<file path="src/rps_pkg.sv">
// Package of constants and types for the rectifier power sequencer
package rps_pkg;
   // =====================================================
   // Timing
   localparam int unsigned CLK_PERIOD_PS    = 5000;
   localparam int unsigned STEP_DELAY_MS    = 150;
   // Cycles per millisecond first: the product in picoseconds overflows 32 bits
   localparam int unsigned CYC_PER_MS       = 1000000000 / CLK_PERIOD_PS;
   localparam int unsigned STEP_DELAY_CYC   = STEP_DELAY_MS * CYC_PER_MS;
   localparam int unsigned DLY_W            = 25;
   // =====================================================
   // Output levels
   localparam logic EN_DISABLE_LVL  = 1'h0;
   localparam logic EN_ENABLE_LVL   = 1'h1;
   localparam logic BGW_NORMAL_LVL  = 1'h0;
   localparam logic BGW_ABNORM_LVL  = 1'h1;
   localparam logic SW_OPEN         = 1'h0;
   localparam logic SW_CLOSED       = 1'h1;
   // =====================================================
   // Sequencer states, Gray coded along the power-up path
   typedef enum logic [2:0] {
      RPS_ST_CHARGE = 3'h0,
      RPS_ST_BYPASS = 3'h1,
      RPS_ST_ENWAIT = 3'h3,
      RPS_ST_RUN    = 3'h2,
      RPS_ST_DECAY  = 3'h6,
      RPS_ST_FAULT  = 3'h7
   } rps_state_t;
endpackage

</file>
<file path="src/rps_sync_if.sv">
// Interface carrying raw and filtered comparator levels to and from the input filter
`timescale 1ns/1ps
interface rps_sync_if;
   logic [5:0] raw;
   logic [5:0] clean;
   modport filt (input raw, output clean);
   modport user (output raw, input clean);
endinterface

</file>
<file path="src/rps_seq.sv">
// Power-up and power-down sequencer of the rectifier front end
// Overview of operation
// Thermistor bypass switch open from power application.
// Doubler strap switch open from power application.
// Converters disabled and bus-good warning high from power application.
// Doubler never activated while bus is above 200 V.
// Bypass closes only above 235 V once charge slope settles.
// Converters enabled about 150 ms after bypass closes.
// Bus-good warning asserted another 150 ms after converter enable.
// Warning de-asserted when bus decays below 205 V.
// Converters disabled when bus falls below 190 V.
// Power back after disable reruns the whole power-up sequence.
// Power back before disable threshold keeps running, no rerun.
// Warning driven low means normal bus, high means abnormal.
// Enable low disables converters, high enables them.
// Above 400 V disable converters and open bypass.
// Below 180 V open the bypass switch.
// Bus never above 200 V when settled: close doubler before bypass check.
// Delays counted on internal clock, cleared in initial state.
`timescale 1ns/1ps
module rps_seq #(
   // Step delay in clock cycles; only a bench shortens it
   parameter int unsigned STEP_CYC = rps_pkg::STEP_DELAY_CYC
) (
   input  wire logic core_clk_i,
   input  wire logic rst_n_i,
   input  wire logic bus_above_180_i,
   input  wire logic bus_above_190_i,
   input  wire logic bus_above_200_i,
   input  wire logic bus_above_205_i,
   input  wire logic bus_above_235_i,
   input  wire logic bus_above_400_i,
   input  wire logic slope_settled_i,
   output logic      bypass_closed_o,
   output logic      doubler_closed_o,
   output logic      conv_enable_o,
   output logic      bus_good_warning_o
);
   // =====================================================
   // Input conditioning
   rps_sync_if sif ();
   logic gt180, gt190, gt200, gt205, gt235, gt400, settled;
   logic settled_q;
   logic settled_d;

   assign sif.raw = {bus_above_400_i, bus_above_235_i, bus_above_205_i,
                     bus_above_200_i, bus_above_190_i, bus_above_180_i};

   rps_sync u_sync (
      .core_clk_i (core_clk_i),
      .rst_n_i    (rst_n_i),
      .sif        (sif)
   );

   assign gt180 = sif.clean[0];
   assign gt190 = sif.clean[1];
   assign gt200 = sif.clean[2];
   assign gt205 = sif.clean[3];
   assign gt235 = sif.clean[4];
   assign gt400 = sif.clean[5];
   assign settled = settled_q;

   // =====================================================
   // Slope indication: own three-stage path with agreement filter
   logic [2:0] slp_q;
   logic [2:0] slp_d;
   always_comb begin
      slp_d     = {slp_q[1:0], slope_settled_i};
      settled_d = (slp_q[1] == slp_q[2]) ? slp_q[2] : settled_q;
   end

   always_ff @(posedge core_clk_i or negedge rst_n_i) begin
      if (!rst_n_i) begin
         slp_q     <= 3'h0;
         settled_q <= 1'h0;
      end else begin
         slp_q     <= slp_d;
         settled_q <= settled_d;
      end
   end

   // =====================================================
   // Sequencer state
   rps_pkg::rps_state_t       state_q, state_d;
   logic [rps_pkg::DLY_W-1:0] dly_q, dly_d;
   logic                      byp_q, byp_d;
   logic                      dbl_q, dbl_d;
   logic                      en_q, en_d;
   logic                      bgw_q, bgw_d;
   logic                      dly_done;

   // One counter serves both steps; DLY_W holds the full-length count
   localparam logic [rps_pkg::DLY_W-1:0] DLY_LAST =
      rps_pkg::DLY_W'(STEP_CYC - 1);
   localparam logic [rps_pkg::DLY_W-1:0] DLY_ZERO = '0;
   localparam logic [rps_pkg::DLY_W-1:0] DLY_ONE  = rps_pkg::DLY_W'(1);

   assign dly_done = (dly_q == DLY_LAST);

   // =====================================================
   // Decisions taken on the filtered levels
   logic can_bypass;
   logic can_double;
   logic power_lost;

   assign can_bypass = settled && gt235 && !gt400;
   // Doubler only switched in; dropping it once the doubled bus passes 200 V would stall a low line
   assign can_double = (dbl_q == rps_pkg::SW_OPEN) && settled && !gt200;
   assign power_lost = (state_q != rps_pkg::RPS_ST_CHARGE) && (state_q != rps_pkg::RPS_ST_FAULT) && !gt190;

   always_comb begin
      state_d = state_q;
      dly_d   = dly_q;
      byp_d   = byp_q;
      dbl_d   = dbl_q;
      en_d    = en_q;
      bgw_d   = bgw_q;
      case (state_q)
         rps_pkg::RPS_ST_CHARGE: begin
            // Held at zero so every rerun waits a full step
            dly_d = DLY_ZERO;
            byp_d = rps_pkg::SW_OPEN;
            en_d  = rps_pkg::EN_DISABLE_LVL;
            bgw_d = rps_pkg::BGW_ABNORM_LVL;
            if (can_double) begin
               dbl_d = rps_pkg::SW_CLOSED;
            end
            if (can_bypass) begin
               byp_d   = rps_pkg::SW_CLOSED;
               state_d = rps_pkg::RPS_ST_BYPASS;
            end
         end
         rps_pkg::RPS_ST_BYPASS: begin
            dly_d = dly_q + DLY_ONE;
            if (dly_done) begin
               dly_d   = DLY_ZERO;
               en_d    = rps_pkg::EN_ENABLE_LVL;
               state_d = rps_pkg::RPS_ST_ENWAIT;
            end
         end
         rps_pkg::RPS_ST_ENWAIT: begin
            dly_d = dly_q + DLY_ONE;
            if (dly_done) begin
               dly_d   = DLY_ZERO;
               bgw_d   = rps_pkg::BGW_NORMAL_LVL;
               state_d = rps_pkg::RPS_ST_RUN;
            end
         end
         rps_pkg::RPS_ST_RUN: begin
            if (!gt205) begin
               bgw_d   = rps_pkg::BGW_ABNORM_LVL;
               state_d = rps_pkg::RPS_ST_DECAY;
            end
         end
         rps_pkg::RPS_ST_DECAY: begin
            // Ride-through: bus recovers before disable threshold
            if (gt235) begin
               bgw_d   = rps_pkg::BGW_NORMAL_LVL;
               state_d = rps_pkg::RPS_ST_RUN;
            end
         end
         rps_pkg::RPS_ST_FAULT: begin
            // Hold everything off until the bus drops, then rerun from scratch
            byp_d = rps_pkg::SW_OPEN;
            en_d  = rps_pkg::EN_DISABLE_LVL;
            bgw_d = rps_pkg::BGW_ABNORM_LVL;
            if (!gt400) begin
               state_d = rps_pkg::RPS_ST_CHARGE;
            end
         end
         default: begin
            state_d = rps_pkg::RPS_ST_CHARGE;
         end
      endcase
      // Falling below 190 V ends the cycle; power return restarts from charge
      if (power_lost) begin
         en_d    = rps_pkg::EN_DISABLE_LVL;
         bgw_d   = rps_pkg::BGW_ABNORM_LVL;
         // Doubler back to its power-on position for the rerun
         dbl_d   = rps_pkg::SW_OPEN;
         dly_d   = DLY_ZERO;
         state_d = rps_pkg::RPS_ST_CHARGE;
      end
      // Protection overrides everything, sticky until bus falls back
      if (!gt180) begin
         byp_d = rps_pkg::SW_OPEN;
      end
      if (gt400) begin
         byp_d   = rps_pkg::SW_OPEN;
         en_d    = rps_pkg::EN_DISABLE_LVL;
         bgw_d   = rps_pkg::BGW_ABNORM_LVL;
         dbl_d   = rps_pkg::SW_OPEN;
         dly_d   = DLY_ZERO;
         state_d = rps_pkg::RPS_ST_FAULT;
      end
   end

   always_ff @(posedge core_clk_i or negedge rst_n_i) begin
      if (!rst_n_i) begin
         state_q   <= rps_pkg::RPS_ST_CHARGE;
         dly_q     <= '0;
         byp_q     <= rps_pkg::SW_OPEN;
         dbl_q     <= rps_pkg::SW_OPEN;
         en_q      <= rps_pkg::EN_DISABLE_LVL;
         bgw_q     <= rps_pkg::BGW_ABNORM_LVL;
      end else begin
         state_q   <= state_d;
         dly_q     <= dly_d;
         byp_q     <= byp_d;
         dbl_q     <= dbl_d;
         en_q      <= en_d;
         bgw_q     <= bgw_d;
      end
   end

   // =====================================================
   // Outputs straight from the sequencer flops
   assign bypass_closed_o    = byp_q;
   assign doubler_closed_o   = dbl_q;
   assign conv_enable_o      = en_q;
   assign bus_good_warning_o = bgw_q;
endmodule

</file>
<file path="src/rps_sync.sv">
// Three-stage input synchroniser with agreement filter
`timescale 1ns/1ps
module rps_sync (
   input  wire logic core_clk_i,
   input  wire logic rst_n_i,
   rps_sync_if.filt  sif
);
   logic [5:0] s1_q;
   logic [5:0] s2_q;
   logic [5:0] s3_q;
   logic [5:0] clean_q;
   logic [5:0] clean_d;

   // Change accepted only once stages two and three agree
   always_comb begin
      clean_d = clean_q;
      for (int i = 0; i < 6; i++) begin
         if (s2_q[i] == s3_q[i]) begin
            clean_d[i] = s3_q[i];
         end
      end
   end

   always_ff @(posedge core_clk_i or negedge rst_n_i) begin
      if (!rst_n_i) begin
         s1_q    <= 6'h00;
         s2_q    <= 6'h00;
         s3_q    <= 6'h00;
         clean_q <= 6'h00;
      end else begin
         s1_q    <= sif.raw;
         s2_q    <= s1_q;
         s3_q    <= s2_q;
         clean_q <= clean_d;
      end
   end

   assign sif.clean = clean_q;
endmodule

</file>
<file path="config.mk">
export PLATFORM = sky130hd
export DESIGN_NAME = rps_seq
export DESIGN_NICKNAME = d
export VERILOG_FILES = /design/src/rps_pkg.sv /design/src/rps_sync_if.sv /design/src/rps_seq.sv /design/src/rps_sync.sv
export SDC_FILE = /design/constraint.sdc
export NUM_CORES = 1
export LEC_CHECK = 0
export ABC_AREA = 1
export CAP_MARGIN = 20
export CORE_MARGIN = 2
export CORE_UTILIZATION = 55
export DETAILED_ROUTE_END_ITERATION = 12
export DONT_BUFFER_PORTS = 1
export GPL_TIMING_DRIVEN = 0
export PLACE_DENSITY = 0.69
export SYNTH_ARGS = -nofsm -noshare
export SYNTH_HDL_FRONTEND = slang
export SYNTH_SLANG_ARGS = --single-unit
</file>
<file path="constraint.sdc">
create_clock -name core_clk_i -period 1.7 [get_ports core_clk_i]
set_clock_uncertainty 0.1 [all_clocks]
set_input_delay 0.34 -clock core_clk_i [delete_from_list [all_inputs] [get_ports core_clk_i]]
set_output_delay 0.34 -clock core_clk_i [all_outputs]
set_load 0.02 [all_outputs]
</file>
==> metrics <==
leading area contributor after synthesis dfrtp_1; reg-to-reg setup timing slack -0.05 ns; Ys Warns 0; post-synthesis cell area 2820 sq um; distinct cell type count after synthesis 34; CTS root buf clkbuf_8; top post-synthesis cells by area dfrtp_1 (52%), nand2_1 (11%), nor2_1 (5.5%), nand3_1 (4.4%), inv_1 (4.0%); largest family of logic cells by synthesized area simple AND/OR/NAND/NOR gates; asr flop ratio synth 100%; total track usage 23.7%; Synth Area in Adders 2.93%; count leader, synth nand2_1; Via Count 2,395; Critical Path RT 1.83 ns; Max H-tree Level 3; Leak Pwr 1.61 nW; Final period util 103%; DR WL/cell 15.1 um; clock share of power 30.3%; Die Wd 75.6 um; maximum clock path buffer count 2; Worst Setup Start Kind flip-flop; fmax 0.572 GHz; final setup fails 4; Compound-Gate Fraction of Synth Area 6.12%; Peak VDD IR 0.813 mV; first-pass GRT wire length 9740 um; multi-input combinational cell area 1370 sq um; Post-synth EDFFs 0; Post-Synth XOR/XNOR Area 3.41%; ys flop type dfrtp_1; layout cells sized above 1 26.3%; CTS Buf Count 9; design area 3600 sq um; arrival time at the worst endpoint 1.87 ns; diode count 0; Final Max Tran Viols 0; Hold Buf Count CTS 7; RSZ-0062 raised after global routing yes; FF+latch count, synth 60; Max FO, Critical Path 6; # clock sinks 60; CTS clock-pin slew for the worst setup and hold paths 0.08 ns; num rows 26; initial core utilization 56.0%; Initial DRT Pass Iterations 5; Core Region 5040 sq um; Hold WC Path Type input port to async pin; syn_nets 331; initial antenna violation count 0; Setup Slack @ Placement -0.329 ns; endpoints failing hold 60; largest net degree at the start of global routing 61; Worst Tran Pin Value 0.336 ns; Logic pwr share 29.9%; sequential share of power 39.8%; Pwr per Cell Area 1160 nW/um^2; io pins 13; min Tclk post-route 1.75 ns; # Max-Cap Violations 0; aggregate global routing overflow 0; placer congestion estimate 0.895; Final Worst Setup Slack -0.0480 ns; Nets 370; Net Sw Frac 34.4%; Area Growth Syn to Fin 27.4%; Synth top area share 52.3%; Final TNS setup -0.0928 ns; FF/Latch Area 1500 sq um; CTS tree built; Rel. slew slack 77.5%; Initial DRC Count 213; NetSw 1.44 mW; vias in the first global route 2,049; Fillers 356; Syn Inst Count 321; post-synthesis mux area share 0%; average footprint of a synthesized cell 8.79 sq um; Residual DRC 0; status complete, but fails checks; Die Y-Extent 75.6 um; crit end category flip-flop; Synth top cells by count nand2_1 (79), dfrtp_1 (59), nor2_1 (41); Total Wirelength 6590 um; Die ar. 5720 sq um; sequential area share after synthesis 53.2%; Final ANT Viol Nets 0; simple logic cell fraction of the synthesized area 28.9%; Setup CP Type flip-flop to flip-flop; internal power 2.74 mW; dpl hpwl 3860 um; # port buffers 0; DP Area 2910 sq um; WHS -0.421 ns; clk_lat worst skew 0.35 ns; failing checks hold timing, setup timing; drt via density 5.51
final cells by class:
cell class,count,area share (%)
plain buffers,2,0.731
multi-input cells,224,38.2
clock buffers,11,3.65
inverters,36,4.14
clock inverters,5,1.74
repair buffers,27,7.31
well taps,70,2.44
flip-flops and latches,60,41.8
power by group through the flow:
| stage | sequential, mW | combinational (mW) | clock, mW |
|---|---|---|---|
| final | 1.66 | 1.25 | 1.26 |
| after global placement | 1.67 | 0.754 | 0 |
| after detailed placement | 1.67 | 0.771 | 0 |
| after global routing | 1.67 | 1.33 | 1.34 |
| after floorplan | 1.65 | 0.613 | 0 |
| after CTS | 1.65 | 0.926 | 1.28 |
per-stage QoR:
stage / instances / power (mW) / utilization (%)
finish: 435 / 4.17 / 71.3
global route: 435 / 4.34 / 71.3
CTS: 422 / 3.86 / 65.6
detailed placement: 391 / 2.45 / 57.7
global placement: 391 / 2.42 / 57.7
floorplan: 321 / 2.26 / -
cells in the final DEF (no fill, tap or decap), types with 3 or more instances in the layout:
cell / count
a21oi_1: 4
a21oi_2: 4
a31oi_1: 3
buf_4: 17
clkbuf_8: 9
dfrtp_1: 58
dlygate4sd3_1: 7
inv_1: 27
inv_2: 4
inv_4: 3
maj3_1: 7
nand2_1: 67
nand2_2: 9
nand2_4: 6
nand3_1: 22
nand3_2: 4
nand4_1: 7
nor2_1: 32
nor2_2: 7
nor2_4: 7
nor3_1: 5
o21ai_0: 4
o21ai_1: 6
o22ai_1: 3
xor2_1: 10
worst max-delay path, cell delays in order, from the launching register on:
cell and delay (ns):
dfrtp_1 0.39, buf_6 0.14, nor2_4 0.14, nand2_4 0.08
nand3_4 0.11, nand4_4 0.23, buf_8 0.23, a21oi_2 0.15
nor3_2 0.06
final timing paths:
check,startpoint,depth (start not counted),endpoint
setup / recovery,state_q[1],8,dly_q[9]
hold / removal,rst_n_i,0,dly_q[23]
setup reg to reg,state_q[1],8,dly_q[9]
hold reg to reg,slp_q[0],0,slp_q[1]
max in group asynchronous,rst_n_i,0,bus_good_warning_o
min in group core_clk_i,slp_q[0],0,slp_q[1]
routing by layer:
| layer | up-vias | track usage [%] | wire, um |
|---|---|---|---|
| met5 | - | 0 | 0 |
| li1 | 1126 | - | - |
| met3 | 18 | 5.56 | 404 |
| met4 | 0 | 15.0 | 175 |
| met1 | 1146 | 33.4 | 2890 |
| met2 | 105 | 33.0 | 3110 |
repair_timing:
item	CTS	global route
buffers inserted	7	12
gates cloned	1	1
endpoints found under the hold margin	67	60
resized for setup	16	48
setup endpoints to repair	28	27
pin swaps	2	15
flip-flops by register name, indices dropped and copies added (netlist names):
signal              count
u_sync.s2_q             6
bypass_closed_o         1
u_sync.s1_q             6
doubler_closed_o        1
u_sync.s3_q             6
u_sync.sif.clean        6
state_q                 3
bus_good_warning_o      1
slp_q                   3
dly_q                  25
settled                 1
conv_enable_o           1
kinds of logic (layout without fill, tap and decap cells):
group / count (synthesis) / after routing
and+or+nand+nor: 174 / 175
buffers and inverters: 38 / 81
DFF: 60 / 60
xor gates and xnor gates: 11 / 11
adders and majority gates: 8 / 8
AOI/OAI and AO/OA: 30 / 30
Note: power is estimated with default switching activity, not from simulation.
